`config.mk`:
```
export PLATFORM = sky130hd
export DESIGN_NAME = sram_host
export DESIGN_NICKNAME = d
export VERILOG_FILES = /design/src/design/sram_host_pkg.sv /design/src/design/lane_if.sv /design/src/design/lane_decode.sv /design/src/design/sram_host.sv
export VERILOG_INCLUDE_DIRS = /design/src /design/src/design
export SDC_FILE = /design/constraint.sdc
export NUM_CORES = 1
export LEC_CHECK = 0
export BUFFER_PORTS_ARGS = -buffer_cell sky130_fd_sc_hd__buf_2
export CAP_MARGIN = 20
export CORE_MARGIN = 1
export CORE_UTILIZATION = 40
export DETAILED_ROUTE_END_ITERATION = 7
export PLACE_DENSITY = 0.65
export SLEW_MARGIN = 20
export SYNTH_ARGS = -nofsm -noshare
export SYNTH_HDL_FRONTEND = slang
export SYNTH_SLANG_ARGS = --single-unit
export TNS_END_PERCENT = 10
```
`constraint.sdc`:
```
create_clock -name clk -period 2.59 [get_ports clk]
set_input_delay 0.518 -clock clk [delete_from_list [all_inputs] [get_ports clk]]
set_output_delay 0.518 -clock clk [all_outputs]
set_load 0.02 [all_outputs]
```
`src/design/sram_host_defs.svh`:
```
`ifndef SRAM_HOST_DEFS_SVH
`define SRAM_HOST_DEFS_SVH

// Timing counts at 200 MHz (5 ns period)
`define CLK_PERIOD_PS 5000
`define ACCESS_TIME_PS 25000
`define ACCESS_CYCLES ((`ACCESS_TIME_PS + `CLK_PERIOD_PS - 1) / `CLK_PERIOD_PS)
`define SETUP_TIME_PS 5000
`define SETUP_CYCLES ((`SETUP_TIME_PS + `CLK_PERIOD_PS - 1) / `CLK_PERIOD_PS)
`define IDLE_TIME_PS 5000
`define IDLE_CYCLES ((`IDLE_TIME_PS + `CLK_PERIOD_PS - 1) / `CLK_PERIOD_PS)
`define ADDR_WIDTH 24
`define DATA_WIDTH 32
`define LANES 4
`define CNT_WIDTH 8
`define LANE_ALL 4'hf
`define WIDTH_SEL_X32 2'h0
`define WIDTH_SEL_X16 2'h1
`define WIDTH_SEL_X8 2'h2

`endif

```
`src/design/sram_host_pkg.sv`:
```
package sram_host_pkg;
  typedef enum logic [2:0] {
    ST_IDLE = 3'b000,
    ST_SETUP = 3'b001,
    ST_ACCESS = 3'b010,
    ST_DONE = 3'b011,
    ST_GAP = 3'b100
  } phase_t;

  typedef enum logic [1:0] {
    WIDTH_X32 = 2'b00,
    WIDTH_X16 = 2'b01,
    WIDTH_X8 = 2'b10
  } width_t;
endpackage

```
`src/design/lane_if.sv`:
```
`timescale 1ns/100ps
interface lane_if;
  logic [1:0] width;
  logic [1:0] byte_offset;
  logic [3:0] lane_mask;
  modport decoder (
    input width,
    input byte_offset,
    output lane_mask
  );
  modport user (
    output width,
    output byte_offset,
    input lane_mask
  );
endinterface // lane_if

```
`src/design/lane_decode.sv`:
```
`timescale 1ns/100ps
`include "sram_host_defs.svh"
module lane_decode (
  lane_if.decoder lanes
);
  // Active-high lane mask; the top inverts it into the low-active strobes
  always_comb begin
    case (lanes.width)
      `WIDTH_SEL_X32: lanes.lane_mask = `LANE_ALL;
      `WIDTH_SEL_X16: lanes.lane_mask = lanes.byte_offset[1] ? 4'hc : 4'h3;
      `WIDTH_SEL_X8: lanes.lane_mask = 4'h1 << lanes.byte_offset;
      default: lanes.lane_mask = `LANE_ALL;
    endcase
  end
endmodule // lane_decode

```
`src/design/sram_host.sv`:
```
`timescale 1ns/100ps
`include "sram_host_defs.svh"
module sram_host #(
  parameter int ACCESS_CYCLES = `ACCESS_CYCLES,
  parameter int SETUP_CYCLES = `SETUP_CYCLES,
  parameter int IDLE_CYCLES = `IDLE_CYCLES
) (
  input wire logic clk,
  input wire logic reset_n,
  input wire logic req_valid,
  input wire logic req_write,
  input wire logic [1:0] req_width,
  input wire logic req_fetch,
  input wire logic [`ADDR_WIDTH-1:0] req_addr,
  input wire logic [`DATA_WIDTH-1:0] req_wdata,
  input wire logic die_select_follow,
  input wire logic single_strobe_mode,
  output logic req_ready,
  output logic rsp_valid,
  output logic [`DATA_WIDTH-1:0] rsp_rdata,
  output logic [`ADDR_WIDTH-1:0] mem_addr,
  output logic external_access_strobe_n,
  output logic [`LANES-1:0] lane_select_n,
  output logic [1:0] die_select_n,
  output logic write_control_n,
  output logic output_gate_n,
  input wire logic [`DATA_WIDTH-1:0] module_data_lines_i,
  output logic [`DATA_WIDTH-1:0] module_data_lines_o,
  output logic [`DATA_WIDTH-1:0] module_data_lines_oe_n
);
  typedef struct packed {
    sram_host_pkg::phase_t phase;
    logic [`CNT_WIDTH-1:0] cnt;
    logic write;
    logic [1:0] width;
    logic [`ADDR_WIDTH-1:0] addr;
    logic [`DATA_WIDTH-1:0] wdata;
    logic [`DATA_WIDTH-1:0] rdata;
    logic [`DATA_WIDTH-1:0] pin_meta;
    logic [`DATA_WIDTH-1:0] pin_sync;
    logic ready;
    logic rsp;
    logic strobe_n;
    logic [`LANES-1:0] lane_n;
    logic [1:0] die_n;
    logic wr_n;
    logic [`DATA_WIDTH-1:0] oe_n;
  } state_t;

  state_t cur_ff;
  state_t nxt_cur;
  lane_if lanes ();

  lane_decode u_lane_decode (
    .lanes(lanes.decoder)
  );

  // Fetches never narrower than 16 bits; single-strobe hosts only do full words
  function automatic logic [1:0] legal_width(input logic [1:0] w, input logic fetch,
                                             input logic single);
    if (single) legal_width = `WIDTH_SEL_X32;
    else if (fetch && w == `WIDTH_SEL_X8) legal_width = `WIDTH_SEL_X16;
    else if (w > `WIDTH_SEL_X8) legal_width = `WIDTH_SEL_X32;
    else legal_width = w;
  endfunction

  assign lanes.width = cur_ff.width;
  assign lanes.byte_offset = cur_ff.addr[1:0];

  always_comb begin
    logic [`DATA_WIDTH-1:0] lane_bits;
    lane_bits = '0;
    nxt_cur = cur_ff;
    nxt_cur.pin_meta = module_data_lines_i;
    nxt_cur.pin_sync = cur_ff.pin_meta;
    nxt_cur.rsp = 1'b0;
    for (int i = 0; i < `LANES; i++) begin
      lane_bits[i*8 +: 8] = {8{lanes.lane_mask[i]}};
    end
    case (cur_ff.phase)
      sram_host_pkg::ST_IDLE: begin
        nxt_cur.ready = 1'b1;
        if (req_valid && cur_ff.ready) begin
          nxt_cur.ready = 1'b0;
          nxt_cur.write = req_write;
          nxt_cur.width = legal_width(req_width, req_fetch, single_strobe_mode);
          nxt_cur.addr = req_addr;
          nxt_cur.wdata = req_wdata;
          nxt_cur.wr_n = ~req_write;
          nxt_cur.cnt = SETUP_CYCLES[`CNT_WIDTH-1:0];
          nxt_cur.phase = sram_host_pkg::ST_SETUP;
        end
      end
      sram_host_pkg::ST_SETUP: begin
        // Address and write control settle before the strobe falls
        if (cur_ff.cnt <= `CNT_WIDTH'(1)) begin
          nxt_cur.strobe_n = 1'b0;
          if (single_strobe_mode) nxt_cur.lane_n = 4'h0;
          else nxt_cur.lane_n = ~lanes.lane_mask;
          // Die selects follow the strobe or sit low for constant power
          nxt_cur.die_n = 2'b00;
          if (cur_ff.write) nxt_cur.oe_n = ~lane_bits;
          nxt_cur.cnt = ACCESS_CYCLES[`CNT_WIDTH-1:0];
          nxt_cur.phase = sram_host_pkg::ST_ACCESS;
        end else begin
          nxt_cur.cnt = cur_ff.cnt - `CNT_WIDTH'(1);
        end
      end
      sram_host_pkg::ST_ACCESS: begin
        // Device is asynchronous: only our own count paces the access
        if (cur_ff.cnt <= `CNT_WIDTH'(1)) begin
          nxt_cur.phase = sram_host_pkg::ST_DONE;
        end else begin
          nxt_cur.cnt = cur_ff.cnt - `CNT_WIDTH'(1);
        end
      end
      sram_host_pkg::ST_DONE: begin
        // Sampled data already passed two flops while the strobe was low
        nxt_cur.rdata = cur_ff.write ? '0 : (cur_ff.pin_sync & lane_bits);
        nxt_cur.rsp = 1'b1;
        nxt_cur.strobe_n = 1'b1;
        nxt_cur.lane_n = `LANE_ALL;
        nxt_cur.die_n = die_select_follow ? 2'b11 : 2'b00;
        nxt_cur.oe_n = '1;
        nxt_cur.wr_n = 1'b1;
        nxt_cur.cnt = IDLE_CYCLES[`CNT_WIDTH-1:0];
        nxt_cur.phase = sram_host_pkg::ST_GAP;
      end
      sram_host_pkg::ST_GAP: begin
        if (cur_ff.cnt <= `CNT_WIDTH'(1)) begin
          nxt_cur.ready = 1'b1;
          nxt_cur.phase = sram_host_pkg::ST_IDLE;
        end else begin
          nxt_cur.cnt = cur_ff.cnt - `CNT_WIDTH'(1);
        end
      end
      default: begin
        nxt_cur.phase = sram_host_pkg::ST_IDLE;
      end
    endcase
    // Tied-low die selects leave standby on the first clock after reset; kept that way even when idle
    if (!die_select_follow) nxt_cur.die_n = 2'b00;
    else if (nxt_cur.strobe_n) nxt_cur.die_n = 2'b11;
  end

  // Access wait must fit the read path of two sync flops plus one sample
  always_ff @(posedge clk or negedge reset_n) begin
    if (!reset_n) begin
      cur_ff <= '{phase: sram_host_pkg::ST_IDLE, cnt: '0, write: 1'b0, width: 2'h0,
                  addr: '0, wdata: '0, rdata: '0, pin_meta: '0, pin_sync: '0,
                  ready: 1'b0, rsp: 1'b0, strobe_n: 1'b1, lane_n: 4'hf, die_n: 2'h3,
                  wr_n: 1'b1, oe_n: '1};
    end else begin
      cur_ff <= nxt_cur;
    end
  end

  assign req_ready = cur_ff.ready;
  assign rsp_valid = cur_ff.rsp;
  assign rsp_rdata = cur_ff.rdata;
  assign mem_addr = cur_ff.addr;
  assign external_access_strobe_n = cur_ff.strobe_n;
  assign lane_select_n = cur_ff.lane_n;
  assign die_select_n = cur_ff.die_n;
  assign write_control_n = cur_ff.wr_n;
  assign output_gate_n = 1'b0;
  assign module_data_lines_o = cur_ff.wdata;
  assign module_data_lines_oe_n = cur_ff.oe_n;
endmodule // sram_host

```
==> results_dict.tcl <==
set metrics [dict create \
    status "complete, no violations" \
    grt_max_degree 79 \
    design.die.area_um2 18700 \
    row_count 48 \
    clk_latency_ns 0.42 \
    io_buffers 226 \
    worstReg2RegStart "cur_ff[197]$_DFFE_PN0P_" \
    synth_largest_area_cell "dfrtp_1" \
    cts.repair.resized 0 \
    grt_pass1_vias 4384 \
    p_seq_share_pct 37.7 \
    rsz0062_at_grt "false" \
    drc 0 \
    required_ns 2.88 \
    synth_common_cells "dfrtp_1, buf_4, mux2_2" \
    p_leak_nw 4.09 \
    synth_cells 550 \
    die_y_um 137 \
    r2r_cells 7 \
    synth_fp_nets 651 \
    tightestPinTransition_ns 0.563 \
    syn2layout_area_growth_pct 15.1 \
    numCtsBuffers 17 \
    p_switching_mw 4.34 \
    skew_ns 0.00944 \
    antenna_found_initial 0 \
    fmax_ghz 0.442 \
    finalCriticalPeriod_ns 2.26 \
    r2r_end "cur_ff[202]$_DFFE_PN0P_" \
    viasPerCell 4.81 \
    swShare_pct 38.3 \
    worstSetupPathType "register to register" \
    avgRoutedWirePerCell_um 15.8 \
    netlist_area_um2 7270 \
    yosys_warnings 0 \
    utilization_pct 47.7 \
    grt.total_usage_pct 16.0 \
    p_comb_share_pct 39.0 \
    yosys_register_bits 179 \
    overflow 0 \
    ys_types 53 \
    preCtsSetupSlack_ns 0.349 \
    start_util_pct 41.5 \
    end_kind "register" \
    slew_headroom_pct 61.5 \
    cts_setup_buffers 0 \
    r2r_slack_ns 0.33 \
    startpoint_type "register" \
    clkPwrFrac_pct 23.4 \
    place_congestion 0.790 \
    drv_cap 0 \
    setup_slack_ns 0.330 \
    synth_top_cell_area_share_pct 57.8 \
    ys.flop_type "dfrtp_1" \
    cts_root_buf "clkbuf_16" \
    setup_viol 0 \
    cts.sinks 179 \
    ctsHoldBuffers 0 \
    p_int_mw 6.99 \
    num_vias 4292 \
    layout_worst_path_cycle_share_pct 87.3 \
    htreeDepth 4 \
    drv_slew 0 \
    clock_path_buffers 2 \
    dpl.hpwl_mm 10.2 \
    nets 756 \
    die_w_um 137 \
    drtPass1Iterations 4 \
    drt_iter0_drc 269 \
    cts_tree "done" \
    clk_pin_slew_ns 0.07 \
    final_layout_size_suffix_gt1_share_pct 50.4 \
    use_met3_pct 5.44 \
    ys_top_cells_by_area "dfrtp_1, buf_4, mux2_2, dfstp_2, a22o_1" \
    postRouteAntennaNets 0 \
    n_antenna_cell 0 \
    worst-path-max-fanout 5 \
    core_um2 17500 \
    grt_pass1_wl_mm 22.7 \
    design_area_um2 8360 \
    synth_edf_count 0 \
    finalHoldViolCount 0 \
    irDropWorstVdd_v 0.000544 \
    synthArstFlopShare_pct 100 \
    hold_path.class "primary input to asynchronous set/reset pin" \
    met1_usage_pct 19.7 \
    drt-total-wl_mm 14.1 \
    yosysMostFrequentCell "dfrtp_1" \
    avgSynthCellArea_um2 13.2 \
    ys_seq_area_share_pct 61.8 \
    finalSetupTns_ns 0 \
    ios 228 \
    place_area_um2 7740 \
    pwr_density_cell_nw_per_um2 1350 \
    busiest_layer "met2" \
    worstPathArrival_ns 2.55 \
    grtUsageMet2_pct 26.1 \
]
## cell type report
cell class	count	area, um2
multi-input combinational	214	1710
timing repair buffer	232	1220
fill	1562	9170
clock inverter	12	166
clock buffer	20	457
sequential	179	4490
inverter	11	41.3
tap	225	282
## worst max-delay path by stage
| stage | from | endpoint | slack, ns |
|---|---|---|---|
| 3_5_place_dp | cur_ff[197]$_DFFE_PN0P_ | cur_ff[202]$_DFFE_PN0P_ | 0.35 |
| 5_1_grt | cur_ff[197]$_DFFE_PN0P_ | cur_ff[202]$_DFFE_PN0P_ | 0.20 |
| 6_report | cur_ff[197]$_DFFE_PN0P_ | cur_ff[202]$_DFFE_PN0P_ | 0.33 |
| 3_3_place_gp | cur_ff[197]$_DFFE_PN0P_ | cur_ff[204]$_DFFE_PN0P_ | 0.53 |
| 2_1_floorplan | cur_ff[202]$_DFFE_PN0P_ | cur_ff[201]$_DFFE_PN0P_ | 0.65 |
| 4_1_cts | cur_ff[197]$_DFFE_PN0P_ | cur_ff[202]$_DFFE_PN0P_ | 0.32 |
## cells in the final DEF, fill, tap and decap left out, types with 11 or more instances in the layout
cell	n
mux2_2	54
nor2_1	11
buf_2	225
clkbuf_16	17
nand2_1	24
dfstp_2	11
o21ai_0	11
dfrtp_1	168
inv_1	11
a22o_1	32
## through the flow
step	instances	hold slack (ns)	total power [mW]
after floorplan	550	0.222	8.47
after global placement	861	0.333	8.63
after detailed placement	861	0.335	8.76
after CTS	893	0.0491	11.5
after global routing	893	0.0634	12.0
final	893	0.0458	11.3
## registers in the layout, summed over array words and instances, names as in the netlist
name                      flops
cur_ff                       76
module_data_lines_o          32
rsp_rdata                    32
mem_addr                     24
lane_select_n                 4
module_data_lines_oe_n        4
lanes.width                   2
die_select_n                  1
external_access_strobe_n      1
req_ready                     1
rsp_valid                     1
write_control_n               1
## layer usage
metal	part of all wire, %	vias to the layer above
li1	-	1978
met1	42	2143
met2	50	162
met3	6.7	9
met4	0.98	0
met5	0	-
## power groups by stage
stage                     Sequential, mW  Combinational (mW)  Clock, mW
after global routing                4.41                4.78       2.85
after floorplan                     4.19                4.28          0
after CTS                           4.28                4.46       2.73
after global placement              4.27                4.36          0
final                               4.27                4.42       2.65
after detailed placement            4.31                4.46          0
## kinds of logic after synthesis
family | after synthesis | synth area share [%]
xor+xnor | 2 | 0.241
fa+ha+maj | 4 | 0.688
flops | 179 | 61.8
mux | 54 | 8.36
compound gates | 89 | 9.45
simple gates | 64 | 4.56
buf+inv | 157 | 14.8
other cells | 1 | 0.0516
## worst max-delay path, stage by stage (launching register included)
cell,delay (ns)
dfrtp_1,0.43
inv_1,0.12
ha_1,0.26
nor2_1,0.33
o32ai_1,0.15
a2111oi_0,0.59
xnor2_1,0.19
nor2_1,0.06
No activity file was read; power rests on OpenSTA's default activity.
